==> src/hw/aphi_pkg.sv <==
// package: constants shared by the converter host controller
package aphi_pkg;
   // ==========================================================
   // result layout
   localparam int RESULT_WIDTH = 12;
   localparam int LOW_BYTE_WIDTH = 8;
   localparam int HIGH_NIBBLE_WIDTH = 4;
   localparam int HIGH_NIBBLE_LSB = 8;
   // ==========================================================
   // timing at 100 MHz
   localparam int CLK_PERIOD_NS = 10;
   localparam int CONV_TIME_NS = 15000;
   localparam int CONV_CYCLES = (CONV_TIME_NS + CLK_PERIOD_NS - 1) / CLK_PERIOD_NS;
   localparam int START_PULSE_NS = 50;
   localparam int START_PULSE_CYCLES = (START_PULSE_NS + CLK_PERIOD_NS - 1) / CLK_PERIOD_NS;
   localparam int READ_STROBE_NS = 60;
   localparam int READ_STROBE_CYCLES = (READ_STROBE_NS + CLK_PERIOD_NS - 1) / CLK_PERIOD_NS;
   localparam int WAIT_STATE_CYCLES = 1;
   localparam int IRQ_PULSE_CYCLES = 4;
   localparam int TIMER_PERIOD_DEFAULT = 2000;
   localparam logic [15:0] START_COUNT_MAX = 16'hFFFF;
   // ==========================================================
   // sequencer states, one-hot
   typedef enum logic [6:0] {
      APHI_IDLE = 7'h01,
      APHI_START = 7'h02,
      APHI_CONVERT = 7'h04,
      APHI_READ_LOW = 7'h08,
      APHI_GAP = 7'h10,
      APHI_READ_HIGH = 7'h20,
      APHI_DONE = 7'h40
   } aphi_state_t;
endpackage : aphi_pkg

==> src/hw/aphi_pulse_if.sv <==
// interface: counted pulse request and status between controller parts
`timescale 1ns/1ps
interface aphi_pulse_if;
   logic fire;
   logic [15:0] length;
   logic active;
   modport owner (output fire, output length, input active);
   modport timer (input fire, input length, output active);
endinterface : aphi_pulse_if

==> src/hw/aphi_host.sv <==
// module: host-side controller that starts, waits for and reads the converter
`timescale 1ns/1ps
module aphi_host
#(
   parameter int TIMER_PERIOD = aphi_pkg::TIMER_PERIOD_DEFAULT,
   parameter int CONV_WAIT = aphi_pkg::CONV_CYCLES
)
(
   input wire logic clk_sys_in,
   input wire logic reset_in,
   // user side
   input wire logic start_req_in,
   input wire logic timer_enable_in,
   input wire logic use_delay_in,
   input wire logic byte_mode_in,
   output logic busy_out,
   output logic result_valid_out,
   output logic [aphi_pkg::RESULT_WIDTH-1:0] result_out,
   output logic irq_n_out,
   output logic host_transfer_acknowledge_n_out,
   // converter pins
   output logic conversion_start_n_out,
   output logic chip_select_n_out,
   output logic read_n_out,
   input wire logic converter_busy_n_in,
   input wire logic [aphi_pkg::RESULT_WIDTH-1:0] data_in
);
   import aphi_pkg::*;

   aphi_state_t state_reg;
   aphi_state_t state_next;
   logic [15:0] count_reg;
   logic [15:0] count_next;
   logic [15:0] timer_reg;
   logic [15:0] timer_next;
   logic [RESULT_WIDTH-1:0] result_reg;
   logic [RESULT_WIDTH-1:0] result_next;
   logic valid_reg;
   logic valid_next;
   logic start_n_reg;
   logic start_n_next;
   logic cs_n_reg;
   logic cs_n_next;
   logic rd_n_reg;
   logic rd_n_next;
   logic host_transfer_acknowledge_n_n_reg;
   logic host_transfer_acknowledge_n_n_next;
   logic busy_prev_reg;
   logic busy_prev_next;
   logic busy_level;
   logic busy_rise;
   logic timer_tick;
   logic [RESULT_WIDTH-1:0] data_level;

   // one-shot request and status towards the interrupt pulse timer
   aphi_pulse_if irq_pulse();

   // ==========================================================
   // pin synchronisers
   // busy rests high, so its synchroniser resets high as well
   aphi_sync3 #(.RESET_VALUE(1'b1)) busy_sync
   (
      .clk_sys_in(clk_sys_in),
      .reset_in(reset_in),
      .pin_in(converter_busy_n_in),
      .level_out(busy_level)
   );

   // data is stable while strobe is held, so sync lag is covered by the strobe length
   genvar gi;
   generate
      for (gi = 0; gi < RESULT_WIDTH; gi++)
      begin : g_data_sync
         aphi_sync3 #(.RESET_VALUE(1'b0)) data_sync
         (
            .clk_sys_in(clk_sys_in),
            .reset_in(reset_in),
            .pin_in(data_in[gi]),
            .level_out(data_level[gi])
         );
      end
   endgenerate

   // ==========================================================
   // end-of-conversion edge and one-shot interrupt
   assign busy_rise = busy_level & ~busy_prev_reg;
   assign irq_pulse.fire = busy_rise & (state_reg == APHI_CONVERT);
   assign irq_pulse.length = 16'(IRQ_PULSE_CYCLES);

   // fixed pulse length; a restart while active only stretches it
   aphi_pulse_gen irq_gen
   (
      .clk_sys_in(clk_sys_in),
      .reset_in(reset_in),
      .pulse(irq_pulse)
   );

   // ==========================================================
   // free-running sample timer, independent of user requests
   assign timer_tick = timer_enable_in && (timer_reg == 16'(TIMER_PERIOD - 1));

   // count only while enabled, so a fresh enable waits a full period
   always_comb
   begin
      timer_next = timer_reg + 16'h0001;
      busy_prev_next = busy_level;
      if (!timer_enable_in || timer_tick)
      begin
         timer_next = 16'h0000;
      end
   end

   // timer and busy history run in every state, apart from the sequencer
   always_ff @(posedge clk_sys_in)
   begin
      if (reset_in)
      begin
         timer_reg <= 16'h0000;
         // released busy pin is high, so no false edge right after reset
         busy_prev_reg <= 1'b1;
      end
      else
      begin
         timer_reg <= timer_next;
         busy_prev_reg <= busy_prev_next;
      end
   end

   // ==========================================================
   // sequencer: start, wait on busy or delay, then one or two reads
   always_comb
   begin
      state_next = state_reg;
      count_next = count_reg;
      result_next = result_reg;
      valid_next = 1'b0;
      start_n_next = 1'b1;
      cs_n_next = 1'b1;
      rd_n_next = 1'b1;
      host_transfer_acknowledge_n_n_next = 1'b1;
      unique case (state_reg)
         APHI_IDLE:
         begin
            // start decode is a separate line from the read select
            // a tick and a user request in one cycle make one conversion
            if (start_req_in || timer_tick)
            begin
               state_next = APHI_START;
               start_n_next = 1'b0;
               count_next = 16'(START_PULSE_CYCLES - 1);
            end
         end
         APHI_START:
         begin
            start_n_next = 1'b0;
            if (count_reg == 16'h0000)
            begin
               // release raises start: converter begins holding here
               start_n_next = 1'b1;
               state_next = APHI_CONVERT;
               count_next = 16'(CONV_WAIT);
            end
            else
            begin
               count_next = count_reg - 16'h0001;
            end
         end
         APHI_CONVERT:
         begin
            // no read until busy returns high or the delay has run out
            // limitation: with use_delay_in low, a converter that never releases busy parks us here
            if (count_reg != 16'h0000)
            begin
               count_next = count_reg - 16'h0001;
            end
            if ((!use_delay_in && busy_rise) ||
                (use_delay_in && count_reg == 16'h0000))
            begin
               state_next = APHI_READ_LOW;
               cs_n_next = 1'b0;
               rd_n_next = 1'b0;
               count_next = 16'(READ_STROBE_CYCLES + WAIT_STATE_CYCLES - 1);
            end
         end
         APHI_READ_LOW:
         begin
            cs_n_next = 1'b0;
            rd_n_next = 1'b0;
            // acknowledge trails select by one cycle, as a decode would
            host_transfer_acknowledge_n_n_next = 1'b0;
            if (count_reg == 16'h0000)
            begin
               // data bus driven only while select and strobe are low
               cs_n_next = 1'b1;
               rd_n_next = 1'b1;
               host_transfer_acknowledge_n_n_next = 1'b1;
               if (byte_mode_in)
               begin
                  // this strobe also loads the external nibble latch
                  result_next[LOW_BYTE_WIDTH-1:0] = data_level[LOW_BYTE_WIDTH-1:0];
                  state_next = APHI_GAP;
               end
               else
               begin
                  result_next = data_level;
                  state_next = APHI_DONE;
               end
            end
            else
            begin
               count_next = count_reg - 16'h0001;
            end
         end
         APHI_GAP:
         begin
            // second cycle goes to the latch address, converter stays deselected
            // one idle cycle lets the latch output settle before the strobe
            state_next = APHI_READ_HIGH;
            rd_n_next = 1'b0;
            count_next = 16'(READ_STROBE_CYCLES + WAIT_STATE_CYCLES - 1);
         end
         APHI_READ_HIGH:
         begin
            rd_n_next = 1'b0;
            if (count_reg == 16'h0000)
            begin
               rd_n_next = 1'b1;
               // upper bits come back from the external latch, not the converter
               result_next[RESULT_WIDTH-1:HIGH_NIBBLE_LSB] =
                  data_level[RESULT_WIDTH-1:HIGH_NIBBLE_LSB];
               state_next = APHI_DONE;
            end
            else
            begin
               count_next = count_reg - 16'h0001;
            end
         end
         APHI_DONE:
         begin
            // valid follows the last strobe by one cycle
            valid_next = 1'b1;
            state_next = APHI_IDLE;
         end
      endcase
   end

   // ==========================================================
   // sequencer registers
   // strobes come from flops so the converter pins never glitch
   always_ff @(posedge clk_sys_in)
   begin
      if (reset_in)
      begin
         state_reg <= APHI_IDLE;
         count_reg <= 16'h0000;
         result_reg <= 12'h000;
         valid_reg <= 1'b0;
         start_n_reg <= 1'b1;
         cs_n_reg <= 1'b1;
         rd_n_reg <= 1'b1;
         host_transfer_acknowledge_n_n_reg <= 1'b1;
      end
      else
      begin
         state_reg <= state_next;
         count_reg <= count_next;
         result_reg <= result_next;
         valid_reg <= valid_next;
         start_n_reg <= start_n_next;
         cs_n_reg <= cs_n_next;
         rd_n_reg <= rd_n_next;
         host_transfer_acknowledge_n_n_reg <= host_transfer_acknowledge_n_n_next;
      end
   end

   // ==========================================================
   // outputs
   // busy spans start to valid; requests seen while it is high are dropped
   assign busy_out = (state_reg != APHI_IDLE);
   assign result_valid_out = valid_reg;
   assign result_out = result_reg;
   assign irq_n_out = ~irq_pulse.active;
   assign host_transfer_acknowledge_n_out = host_transfer_acknowledge_n_n_reg;
   assign conversion_start_n_out = start_n_reg;
   assign chip_select_n_out = cs_n_reg;
   assign read_n_out = rd_n_reg;
endmodule : aphi_host

==> src/hw/aphi_pulse_gen.sv <==
// module: single pulse generator of programmable length
`timescale 1ns/1ps
module aphi_pulse_gen
(
   input wire logic clk_sys_in,
   input wire logic reset_in,
   aphi_pulse_if.timer pulse
);
   import aphi_pkg::*;
   logic [15:0] count_reg;
   logic [15:0] count_next;

   // ==========================================================
   // counter: reload on fire, run down to zero; a fire while busy restarts
   always_comb
   begin
      count_next = count_reg;
      if (pulse.fire)
      begin
         count_next = pulse.length;
      end
      else if (count_reg != 16'h0000)
      begin
         count_next = count_reg - 16'h0001;
      end
   end

   always_ff @(posedge clk_sys_in)
   begin
      if (reset_in)
      begin
         count_reg <= 16'h0000;
      end
      else
      begin
         count_reg <= count_next;
      end
   end

   assign pulse.active = (count_reg != 16'h0000);
endmodule : aphi_pulse_gen

==> src/hw/aphi_sync3.sv <==
// module: three-stage synchroniser with agreement filter for one pin
`timescale 1ns/1ps
module aphi_sync3
#(
   parameter logic RESET_VALUE = 1'b1
)
(
   input wire logic clk_sys_in,
   input wire logic reset_in,
   input wire logic pin_in,
   output logic level_out
);
   logic [2:0] stage_reg;
   logic [2:0] stage_next;
   logic level_reg;
   logic level_next;

   // ==========================================================
   // stage 0 only feeds stage 1; level moves when stages 1 and 2 agree
   always_comb
   begin
      stage_next = {stage_reg[1:0], pin_in};
      level_next = level_reg;
      if (stage_reg[1] == stage_reg[2])
      begin
         level_next = stage_reg[2];
      end
   end

   always_ff @(posedge clk_sys_in)
   begin
      if (reset_in)
      begin
         stage_reg <= {3{RESET_VALUE}};
         level_reg <= RESET_VALUE;
      end
      else
      begin
         stage_reg <= stage_next;
         level_reg <= level_next;
      end
   end

   assign level_out = level_reg;
endmodule : aphi_sync3

==> config.mk <==
export PLATFORM = sky130hd
export DESIGN_NAME = aphi_host
export DESIGN_NICKNAME = d
export VERILOG_FILES = /design/src/hw/aphi_pkg.sv /design/src/hw/aphi_pulse_if.sv /design/src/hw/aphi_host.sv /design/src/hw/aphi_pulse_gen.sv /design/src/hw/aphi_sync3.sv
export SDC_FILE = /design/constraint.sdc
export NUM_CORES = 1
export LEC_CHECK = 0
export BUFFER_PORTS_ARGS = -buffer_cell sky130_fd_sc_hd__buf_2
export CORE_ASPECT_RATIO = 0.75
export CORE_UTILIZATION = 40
export DETAILED_ROUTE_END_ITERATION = 10
export SETUP_SLACK_MARGIN = 0.2
export SYNTH_ARGS = -nofsm -noshare
export SYNTH_HDL_FRONTEND = slang
export SYNTH_SLANG_ARGS = --single-unit
==> constraint.sdc <==
create_clock -name clk_sys_in -period 6.4 [get_ports clk_sys_in]
set_input_delay 0.32 -clock clk_sys_in [delete_from_list [all_inputs] [get_ports clk_sys_in]]
set_output_delay 0.32 -clock clk_sys_in [all_outputs]
set_load 0.03 [all_outputs]
==> results.json, run 1 <==
{
  "status": "complete, no violations",
  "cp_top_family": "compound AO/OA/AOI/OAI gates",
  "drtIter0Drc": 211,
  "cts_setup_buffers": 0,
  "netlist_area_mm2": 0.00512,
  "numCtsBuffers": 17,
  "nFillCells": 1165,
  "rr_worst_depth": 8,
  "period_share": 0.417,
  "cts_tree": "yes",
  "period_needed_ps": 2670,
  "cts_root_buffer": "clkbuf_16",
  "cts_resized": 0,
  "start_util": 0.413,
  "rsz0062_at_grt": "no",
  "cpMaxStageDelayCell": "o211ai_1",
  "final_cell_area_mm2": 0.00594,
  "die_y_um": 100,
  "fin_worst_skew_ps": 9.62,
  "cp-start-kind": "flop",
  "largest_register_ffs": 36,
  "max-vdd-ir-drop_uv": 188,
  "core_area_mm2": 0.0124,
  "hold_end": "busy_sync.stage_reg[0]",
  "grt_pass1_wl_um": 17300,
  "globalplace.congestion": 0.827,
  "vias": 3992,
  "whs_path_depth": 2,
  "yosysUniqueCellTypes": 59,
  "hold_viol_final": 0,
  "setup_violations": 0,
  "wirelength_um": 10100,
  "synthCells": 564,
  "drive_above_1_share": 0.151,
  "leakage_nw": 2.26,
  "ys.flop_type": "dfxtp_1",
  "htree_levels": 4,
  "ys_seq_area_frac": 0.489,
  "firstDrtPassIters": 4,
  "maxSlewViolCount": 0,
  "tns_ps": 0,
  "syn2layout_area_growth_pct": 16.1,
  "antenna_found_initial": 0,
  "synth_warnings": 0,
  "timing.rr.end": "count_reg[2]",
  "path_cells": "inv_1, ha_1, nor4b_1, nand4_2, o211ai_1, nor2_4, o2bb2ai_1, a311oi_1",
  "crit_buf_inv": 1,
  "hp-class": "in2reg",
  "power_density_mw_per_mm2": 437,
  "worst_pin_slew_ps": 902,
  "antenna_left": 0,
  "reg2reg_setup_slack_ps": 3730,
  "synth_nets": 587,
  "io_buffers": 37,
  "drv_cap": 0,
  "fp-row-count": 35,
  "grt_util_all_layers": 0.163,
  "dp_hpwl_um": 6770,
  "die_x_um": 133,
  "cts_max_path_buffers": 2,
  "clkTransAtPathRegs_ps": 60,
  "p_total_mw": 2.59,
  "critPathRequiredTime_ps": 6710,
  "async_reset_ff_frac": 0,
  "wire_per_inst_um": 13.0,
  "crit_arrival_ps": 2980,
  "n_antenna_cell": 0,
  "worstHoldStart": "converter_busy_n_in",
  "drc": 0,
  "dieArea_mm2": 0.0133,
  "end_kind": "flop",
  "crit_start": "count_reg[0]",
  "path_class": "reg2reg",
  "cp_max_fo": 14,
  "relSlewSlack": 0.399,
  "grt_pass1_vias": 3705,
  "reg2reg_from": "count_reg[0]",
  "via_per_inst": 5.14,
  "synth_edf_count": 0,
  "overflow": 0,
  "fin_util": 0.479,
  "cpPeakStageDelay_ps": 620,
  "fmax_mhz": 375,
  "clock_latency_ps": 410,
  "holdBufCountCts": 0,
  "fin_nets": 620,
  "clock-sinks": 125,
  "ys_seq_elements": 125,
  "io_pins": 38,
  "grt_max_degree": 95,
  "placed_area_mm2": 0.00539,
  "syn_area_per_cell_um2": 9.07
}
-- worst max-delay path by stage --
stage | endpoint | slack, ps | cells after the start
final | count_reg[2] | 3730 | 8
after global routing | count_reg[2] | 3550 | 8
after CTS | count_reg[2] | 3740 | 8
after detailed placement | count_reg[2] | 3780 | 8
after global placement | count_reg[2] | 3930 | 8
after floorplan | count_reg[11] | 4150 | 7
-- layer usage --
metal	track usage	share of wire
met5	0	0
met4	0.0681	0.0046
met3	0.0530	0.055
met2	0.239	0.43
met1	0.220	0.51
-- where the power goes --
part / internal [mW] / switching [mW] / total [mW]
clock: 0.512 / 0.368 / 0.880
sequential: 0.853 / 0.0784 / 0.931
combinational: 0.291 / 0.491 / 0.782
-- cell usage after synthesis, drive strengths merged (13+ instances only) --
master,count,area share
dfxtp,125,0.49
nor2,67,0.051
nor2b,41,0.050
a21oi,40,0.039
nand2,40,0.029
o21ai,32,0.031
nand3,19,0.019
nor3,18,0.019
xnor2,15,0.026
buf,14,0.018
and3,13,0.016
-- cell families (layout without fill, tap and decap cells) --
family,count (synthesis),in the layout,synth area share
xor gates and xnor gates,26,26,0.0445
muxes,10,10,0.0196
DFF,125,125,0.489
buffers and inverters,36,82,0.0342
AOI/OAI and AO/OA,97,97,0.117
adders and majority gates,4,4,0.00978
and+or+nand+nor,266,266,0.286
-- layout by cell type (no fill, tap or decap), types with 9 or more instances in the layout --
cell type  instances
a21oi_1           40
and3_1            13
buf_2             37
clkbuf_16         17
dfxtp_1          125
inv_1             11
mux2i_1           10
nand2_1           40
nand2b_1           9
nand3_1           19
nand4_1            9
nor2_1            65
nor2b_1           41
nor3_1            17
o21ai_0           30
xnor2_1           15
xor2_1            11
-- metrics by stage --
| stage | instances | hold WS (ps) | setup slack, ps |
|---|---|---|---|
| floorplan | 564 | 389 | 4150 |
| global placement | 744 | 402 | 3930 |
| detailed placement | 744 | 403 | 3780 |
| CTS | 776 | 71.9 | 3740 |
| global route | 776 | 75.9 | 3550 |
| finish | 776 | 93.0 | 3730 |
-- layout make-up --
cell class	instances	area, µm²	share of cell area
well taps	166	208	0.0350
repair buffers	39	200	0.0337
clock inverters	14	110	0.0185
clock buffers	18	439	0.0739
inverters	11	41.3	0.00695
flip-flops and latches	125	2500	0.421
multi-input cells	403	2440	0.411
No activity file was read; power rests on OpenSTA's default activity.
==> inputs of run 2 (changes only) <==
--- a/config.mk
+++ b/config.mk
@@ -5,6 +5,7 @@
 export SDC_FILE = /design/constraint.sdc
 export NUM_CORES = 1
 export LEC_CHECK = 0
+export ABC_AREA = 1
 export BUFFER_PORTS_ARGS = -buffer_cell sky130_fd_sc_hd__buf_2
 export CORE_ASPECT_RATIO = 0.75
 export CORE_UTILIZATION = 40
==> constraint.sdc (replaced) <==
create_clock -name clk_sys_in -period 2.19 [get_ports clk_sys_in]
set_input_delay 0.1095 -clock clk_sys_in [delete_from_list [all_inputs] [get_ports clk_sys_in]]
set_output_delay 0.1095 -clock clk_sys_in [all_outputs]
set_load 0.03 [all_outputs]
==> results.json, run 2 <==
{
  "status": "complete, no violations",
  "layout_commonest_cell": "nor2_1",
  "crit_arrival_ps": 1770,
  "vias": 5003,
  "end_kind": "output port",
  "max-vdd-ir-drop_uv": 513,
  "core_area_mm2": 0.0132,
  "mostFrequentLayoutCells": "147 x nor2_1, 140 x nand2_1, 124 x dfxtp_1",
  "grt_pass1_wl_um": 21800,
  "rsz0062_at_grt": "yes",
  "grt_util_all_layers": 0.191,
  "whs_path_depth": 4,
  "syn_area_per_cell_um2": 7.12,
  "firstDrtPassIters": 5,
  "io_buffers": 37,
  "grt_max_degree": 63,
  "n_antenna_cell": 0,
  "tns_ps": 0,
  "leakage_nw": 3.01,
  "path_class": "reg2out",
  "clkTransAtPathRegs_ps": 60,
  "yosys-top-cells-area": "dfxtp_1 45%, nor2_1 10%, nand2_1 9.9%",
  "antenna_left": 0,
  "period_share": 0.856,
  "worstHoldStart": "start_req_in",
  "fp-row-count": 36,
  "dieArea_mm2": 0.0143,
  "synth_most_common_cell": "nor2_1",
  "maxSlewViolCount": 0,
  "globalplace.congestion": 0.948,
  "die_x_um": 138,
  "period_needed_ps": 1880,
  "netlist.area_leader.share": 0.452,
  "start_util": 0.418,
  "die_y_um": 104,
  "cts_max_path_buffers": 2,
  "numCtsBuffers": 17,
  "fin_util": 0.509,
  "dp_hpwl_um": 8660,
  "clock_latency_ps": 420,
  "relSlewSlack": 0.566,
  "multi_input_area_mm2": 0.00263,
  "io_pins": 38,
  "setup_violations": 0,
  "seqCellArea_mm2": 0.00250,
  "async_reset_ff_frac": 0,
  "via_per_inst": 4.87,
  "synthCells": 778,
  "wirelength_um": 12500,
  "critPathRequiredTime_ps": 2080,
  "hold_end": "state_reg[0]",
  "reg2reg_setup_slack_ps": 340,
  "clock-sinks": 125,
  "synth_nets": 801,
  "grt_pass1_vias": 4756,
  "pwr-share-seq": 0.343,
  "antenna_found_initial": 0,
  "drtIter0Drc": 309,
  "rr_worst_depth": 12,
  "swShare": 0.360,
  "timing.rr.end": "count_reg[11]",
  "drc": 0,
  "ys_seq_elements": 125,
  "nFillCells": 1316,
  "wire_per_inst_um": 12.2,
  "netlist_area_mm2": 0.00554,
  "cp_max_fo": 6,
  "fin_nets": 869,
  "worst_pin_slew_ps": 650,
  "fmax_mhz": 533,
  "synth_warnings": 0,
  "fin_worst_skew_ps": 10.3,
  "largest_register_ffs": 36,
  "drive_above_1_share": 0.165,
  "internal_power_mw": 4.89,
  "ys.flop_type": "dfxtp_1",
  "synth_top_cell_by_area": "dfxtp_1",
  "cts_root_buffer": "clkbuf_16",
  "overflow": 0,
  "cp-start-kind": "flop",
  "ys_seq_area_frac": 0.452,
  "syn2layout_area_growth_pct": 21.7,
  "hold_viol_final": 0,
  "reg2reg_from": "timer_reg[0]",
  "synth_edf_count": 0,
  "power_density_mw_per_mm2": 1130,
  "cts_tree": "yes",
  "drv_cap": 0,
  "p_comb_frac": 0.310,
  "synthTopCellsByCount": "152 x nor2_1, 146 x nand2_1, 125 x dfxtp_1",
  "yosysUniqueCellTypes": 36,
  "clkPwrFrac": 0.346,
  "htree_levels": 4,
  "p_switching_mw": 2.75,
  "hp-class": "in2reg"
}
run 2: cell types whose count changed after synthesis, moves of 10 or more:
cell	change
mux2i_1	-10
nor2b_1	-40
nand2_1	+106
inv_1	+87
and3_1	-13
xnor2_1	-11
nor2_2	+11
nor2_1	+87
nand3_1	+33
run 2: critical path, stage by stage (launching register included):
cell and delay, ps:
dfxtp_2 340, inv_2 70, ha_1 170, nand2_1 90
nor3_1 180, inv_1 80, nor4_1 160, buf_2 240
run 2: worst max path at each step:
| stage | start | endpoint | slack (ps) |
|---|---|---|---|
| after detailed placement | count_reg[1] | count_reg[8] | 200 |
| after CTS | count_reg[1] | count_reg[8] | 230 |
| after global placement | count_reg[1] | count_reg[11] | 240 |
| final | irq_gen.count_reg[0] | irq_n_out | 310 |
| after global routing | timer_reg[0] | count_reg[11] | 190 |
| after floorplan | irq_gen.count_reg[0] | irq_n_out | 300 |
run 2: timing repair:
item                       4_1_cts  5_1_grt
hold buffers                    14        0
gates resized for setup          1       24
pin swaps                        0        7
setup buffers                    0        4
setup endpoints to repair        7       30
hold endpoints to repair        14        0
run 2: logic make-up after synthesis:
family          count (synthesis)  synth area share
fa+ha+maj                       4           0.00903
simple gates                  421             0.338
compound gates                 91            0.0894
xor+xnor                       16            0.0253
flops                         125             0.452
buf+inv                       121            0.0867
run 2: layer usage:
layer  GRT usage  share of wire
met1       0.267           0.51
met2       0.278           0.41
met3      0.0521          0.060
met4      0.0699          0.014
met5           0              0
run 2: per-stage QoR:
stage | cell area (µm²) | cells | hold slack [ps] | power (mW) | setup WS, ps
CTS | 6640 | 1023 | 143 | 7.51 | 230
finish | 6740 | 1027 | 88.1 | 7.64 | 315
global placement | 5940 | 980 | 302 | 4.81 | 238
floorplan | 5540 | 778 | 213 | 4.33 | 301
detailed placement | 5940 | 980 | 308 | 4.83 | 198
global route | 6740 | 1027 | 105 | 8.12 | 194
run 2: cell type report:
| class | instances | share of cell area |
|---|---|---|
| multi-input cells | 532 | 0.390 |
| clock inverters | 9 | 0.0132 |
| well taps | 171 | 0.0317 |
| clock buffers | 20 | 0.0692 |
| inverters | 103 | 0.0573 |
| flip-flops and latches | 125 | 0.371 |
| repair buffers | 67 | 0.0666 |
run 2: power by group through the flow:
stage | registers, mW | clock network (mW) | logic (mW)
3_5_place_dp | 2.65 | 0 | 2.18
6_report | 2.62 | 2.65 | 2.37
4_1_cts | 2.61 | 2.69 | 2.21
5_1_grt | 2.65 | 2.80 | 2.68
2_1_floorplan | 2.62 | 0 | 1.71
3_3_place_gp | 2.65 | 0 | 2.16
==> inputs of run 3 (changes only) <==
--- a/config.mk
+++ b/config.mk
@@ -8,7 +8,7 @@
 export ABC_AREA = 1
 export BUFFER_PORTS_ARGS = -buffer_cell sky130_fd_sc_hd__buf_2
 export CORE_ASPECT_RATIO = 0.75
-export CORE_UTILIZATION = 40
+export CORE_UTILIZATION = 45
 export DETAILED_ROUTE_END_ITERATION = 10
 export SETUP_SLACK_MARGIN = 0.2
 export SYNTH_ARGS = -nofsm -noshare
==> results.json, run 3 (synthesis gave the netlist of run 2 again) <==
{
  "status": "complete, no violations",
  "p_switching_mw": 2.81,
  "rsz0062_at_grt": "yes",
  "mostFrequentLayoutCells": "149 x nor2_1, 144 x nand2_1, 123 x dfxtp_1",
  "leakage_nw": 3.04,
  "start_util": 0.470,
  "hp-class": "in2reg",
  "die_x_um": 130,
  "grt_pass1_wl_um": 21100,
  "fin_worst_skew_ps": 8.21,
  "met1_usage": 0.291,
  "antenna_found_initial": 0,
  "internal_power_mw": 4.89,
  "maxSlewViolCount": 0,
  "fp-row-count": 34,
  "clock-sinks": 125,
  "wire_per_inst_um": 12.1,
  "vias": 5022,
  "crit_arrival_ps": 2120,
  "io_pins": 38,
  "max-vdd-ir-drop_uv": 655,
  "cts_max_path_buffers": 2,
  "dp_hpwl_um": 8490,
  "dieArea_mm2": 0.0128,
  "drtIter0Drc": 329,
  "worst_pin_slew_ps": 642,
  "overflow": 0,
  "cts_root_buffer": "clkbuf_16",
  "setup_violations": 0,
  "drive_above_1_share": 0.168,
  "clkPwrFrac": 0.351,
  "p_comb_frac": 0.309,
  "wirelength_um": 12400,
  "fin_util": 0.575,
  "grt_util_all_layers": 0.208,
  "p_total_mw": 7.70,
  "period_share": 0.852,
  "cts_tree": "yes",
  "use_met3": 0.0460,
  "drc": 0,
  "tns_ps": 0,
  "grt_max_degree": 63,
  "fin_nets": 872,
  "n_antenna_cell": 0,
  "cp-start-kind": "flop",
  "clock_latency_ps": 410,
  "swShare": 0.365,
  "die_y_um": 98.1,
  "io_buffers": 37,
  "firstDrtPassIters": 5,
  "use_met2": 0.318,
  "grt_pass1_vias": 4594,
  "cp_max_fo": 8,
  "busiest_layer": "met2",
  "via_per_inst": 4.90,
  "htree_levels": 4,
  "layout_commonest_cell": "nor2_1",
  "antenna_left": 0,
  "core_area_mm2": 0.0118,
  "hold_viol_final": 0,
  "pwr-share-seq": 0.340,
  "end_kind": "flop",
  "period_needed_ps": 1870,
  "path_class": "reg2reg",
  "power_density_mw_per_mm2": 1140,
  "critPathRequiredTime_ps": 2450,
  "fmax_mhz": 536,
  "clkTransAtPathRegs_ps": 60,
  "numCtsBuffers": 17,
  "syn2layout_area_growth_pct": 22.4,
  "largest_register_ffs": 36,
  "drv_cap": 0,
  "relSlewSlack": 0.572,
  "globalplace.congestion": 0.952
}
## run 3: what timing repair did
action / 4_1_cts / 5_1_grt
hold buffers: 14 / 0
endpoints found under the setup margin: 0 / 43
resized for setup: 0 / 25
hold endpoints to repair: 14 / 0
buffers inserted: 0 / 8
## run 3: critical path, cell delays in order, from the launching register on
cell	delay, ps
dfxtp_1	360
inv_2	70
ha_4	160
nand3_1	70
nor2_1	50
nand2_2	140
inv_2	110
nand2_2	80
nand2_2	70
nor2_4	250
nand2_2	180
nand2_1	90
a21oi_1	60
## run 3: through the flow
stage                     worst slack (ps)  hold slack, ps  instance area, µm²  cells
after floorplan                        301             213                5540    778
after global placement                 299             307                5910    969
after detailed placement               208             307                5910    969
after CTS                              202            85.1                6630   1015
after global routing                   154             122                6780   1024
final                                  325            87.4                6780   1024
## run 3: worst paths after layout
kind,to,slack (ps),start,cells after the start
setup / recovery,count_reg[3],320,count_reg[1],12
hold / removal,busy_sync.level_out,90,reset_in,3
setup reg to reg,count_reg[3],320,count_reg[1],12
hold reg to reg,g_data_sync[4].data_sync.stage_reg[1],400,g_data_sync[4].data_sync.stage_reg[0],2
## run 3: metal layers
metal	vias to the layer above	wire length, µm
met4	0	76
li1	2623	-
met5	-	0
met1	2257	6170
met2	134	5490
met3	8	682
## run 3: power groups by stage
| stage | combinational [mW] | sequential, mW | clock [mW] |
|---|---|---|---|
| finish | 2.38 | 2.62 | 2.71 |
| global route | 2.67 | 2.64 | 2.88 |
| CTS | 2.21 | 2.61 | 2.77 |
| detailed placement | 2.18 | 2.66 | 0 |
| global placement | 2.17 | 2.65 | 0 |
| floorplan | 1.71 | 2.62 | 0 |
## run 3: layout make-up
class,count,area (µm²)
Multi-Input combinational cell,533,2650
Sequential cell,125,2500
Clock buffer,20,447
Tap cell,162,203
Inverter,103,387
Clock inverter,12,130
Timing Repair Buffer,69,463
Fill cell,1085,5000
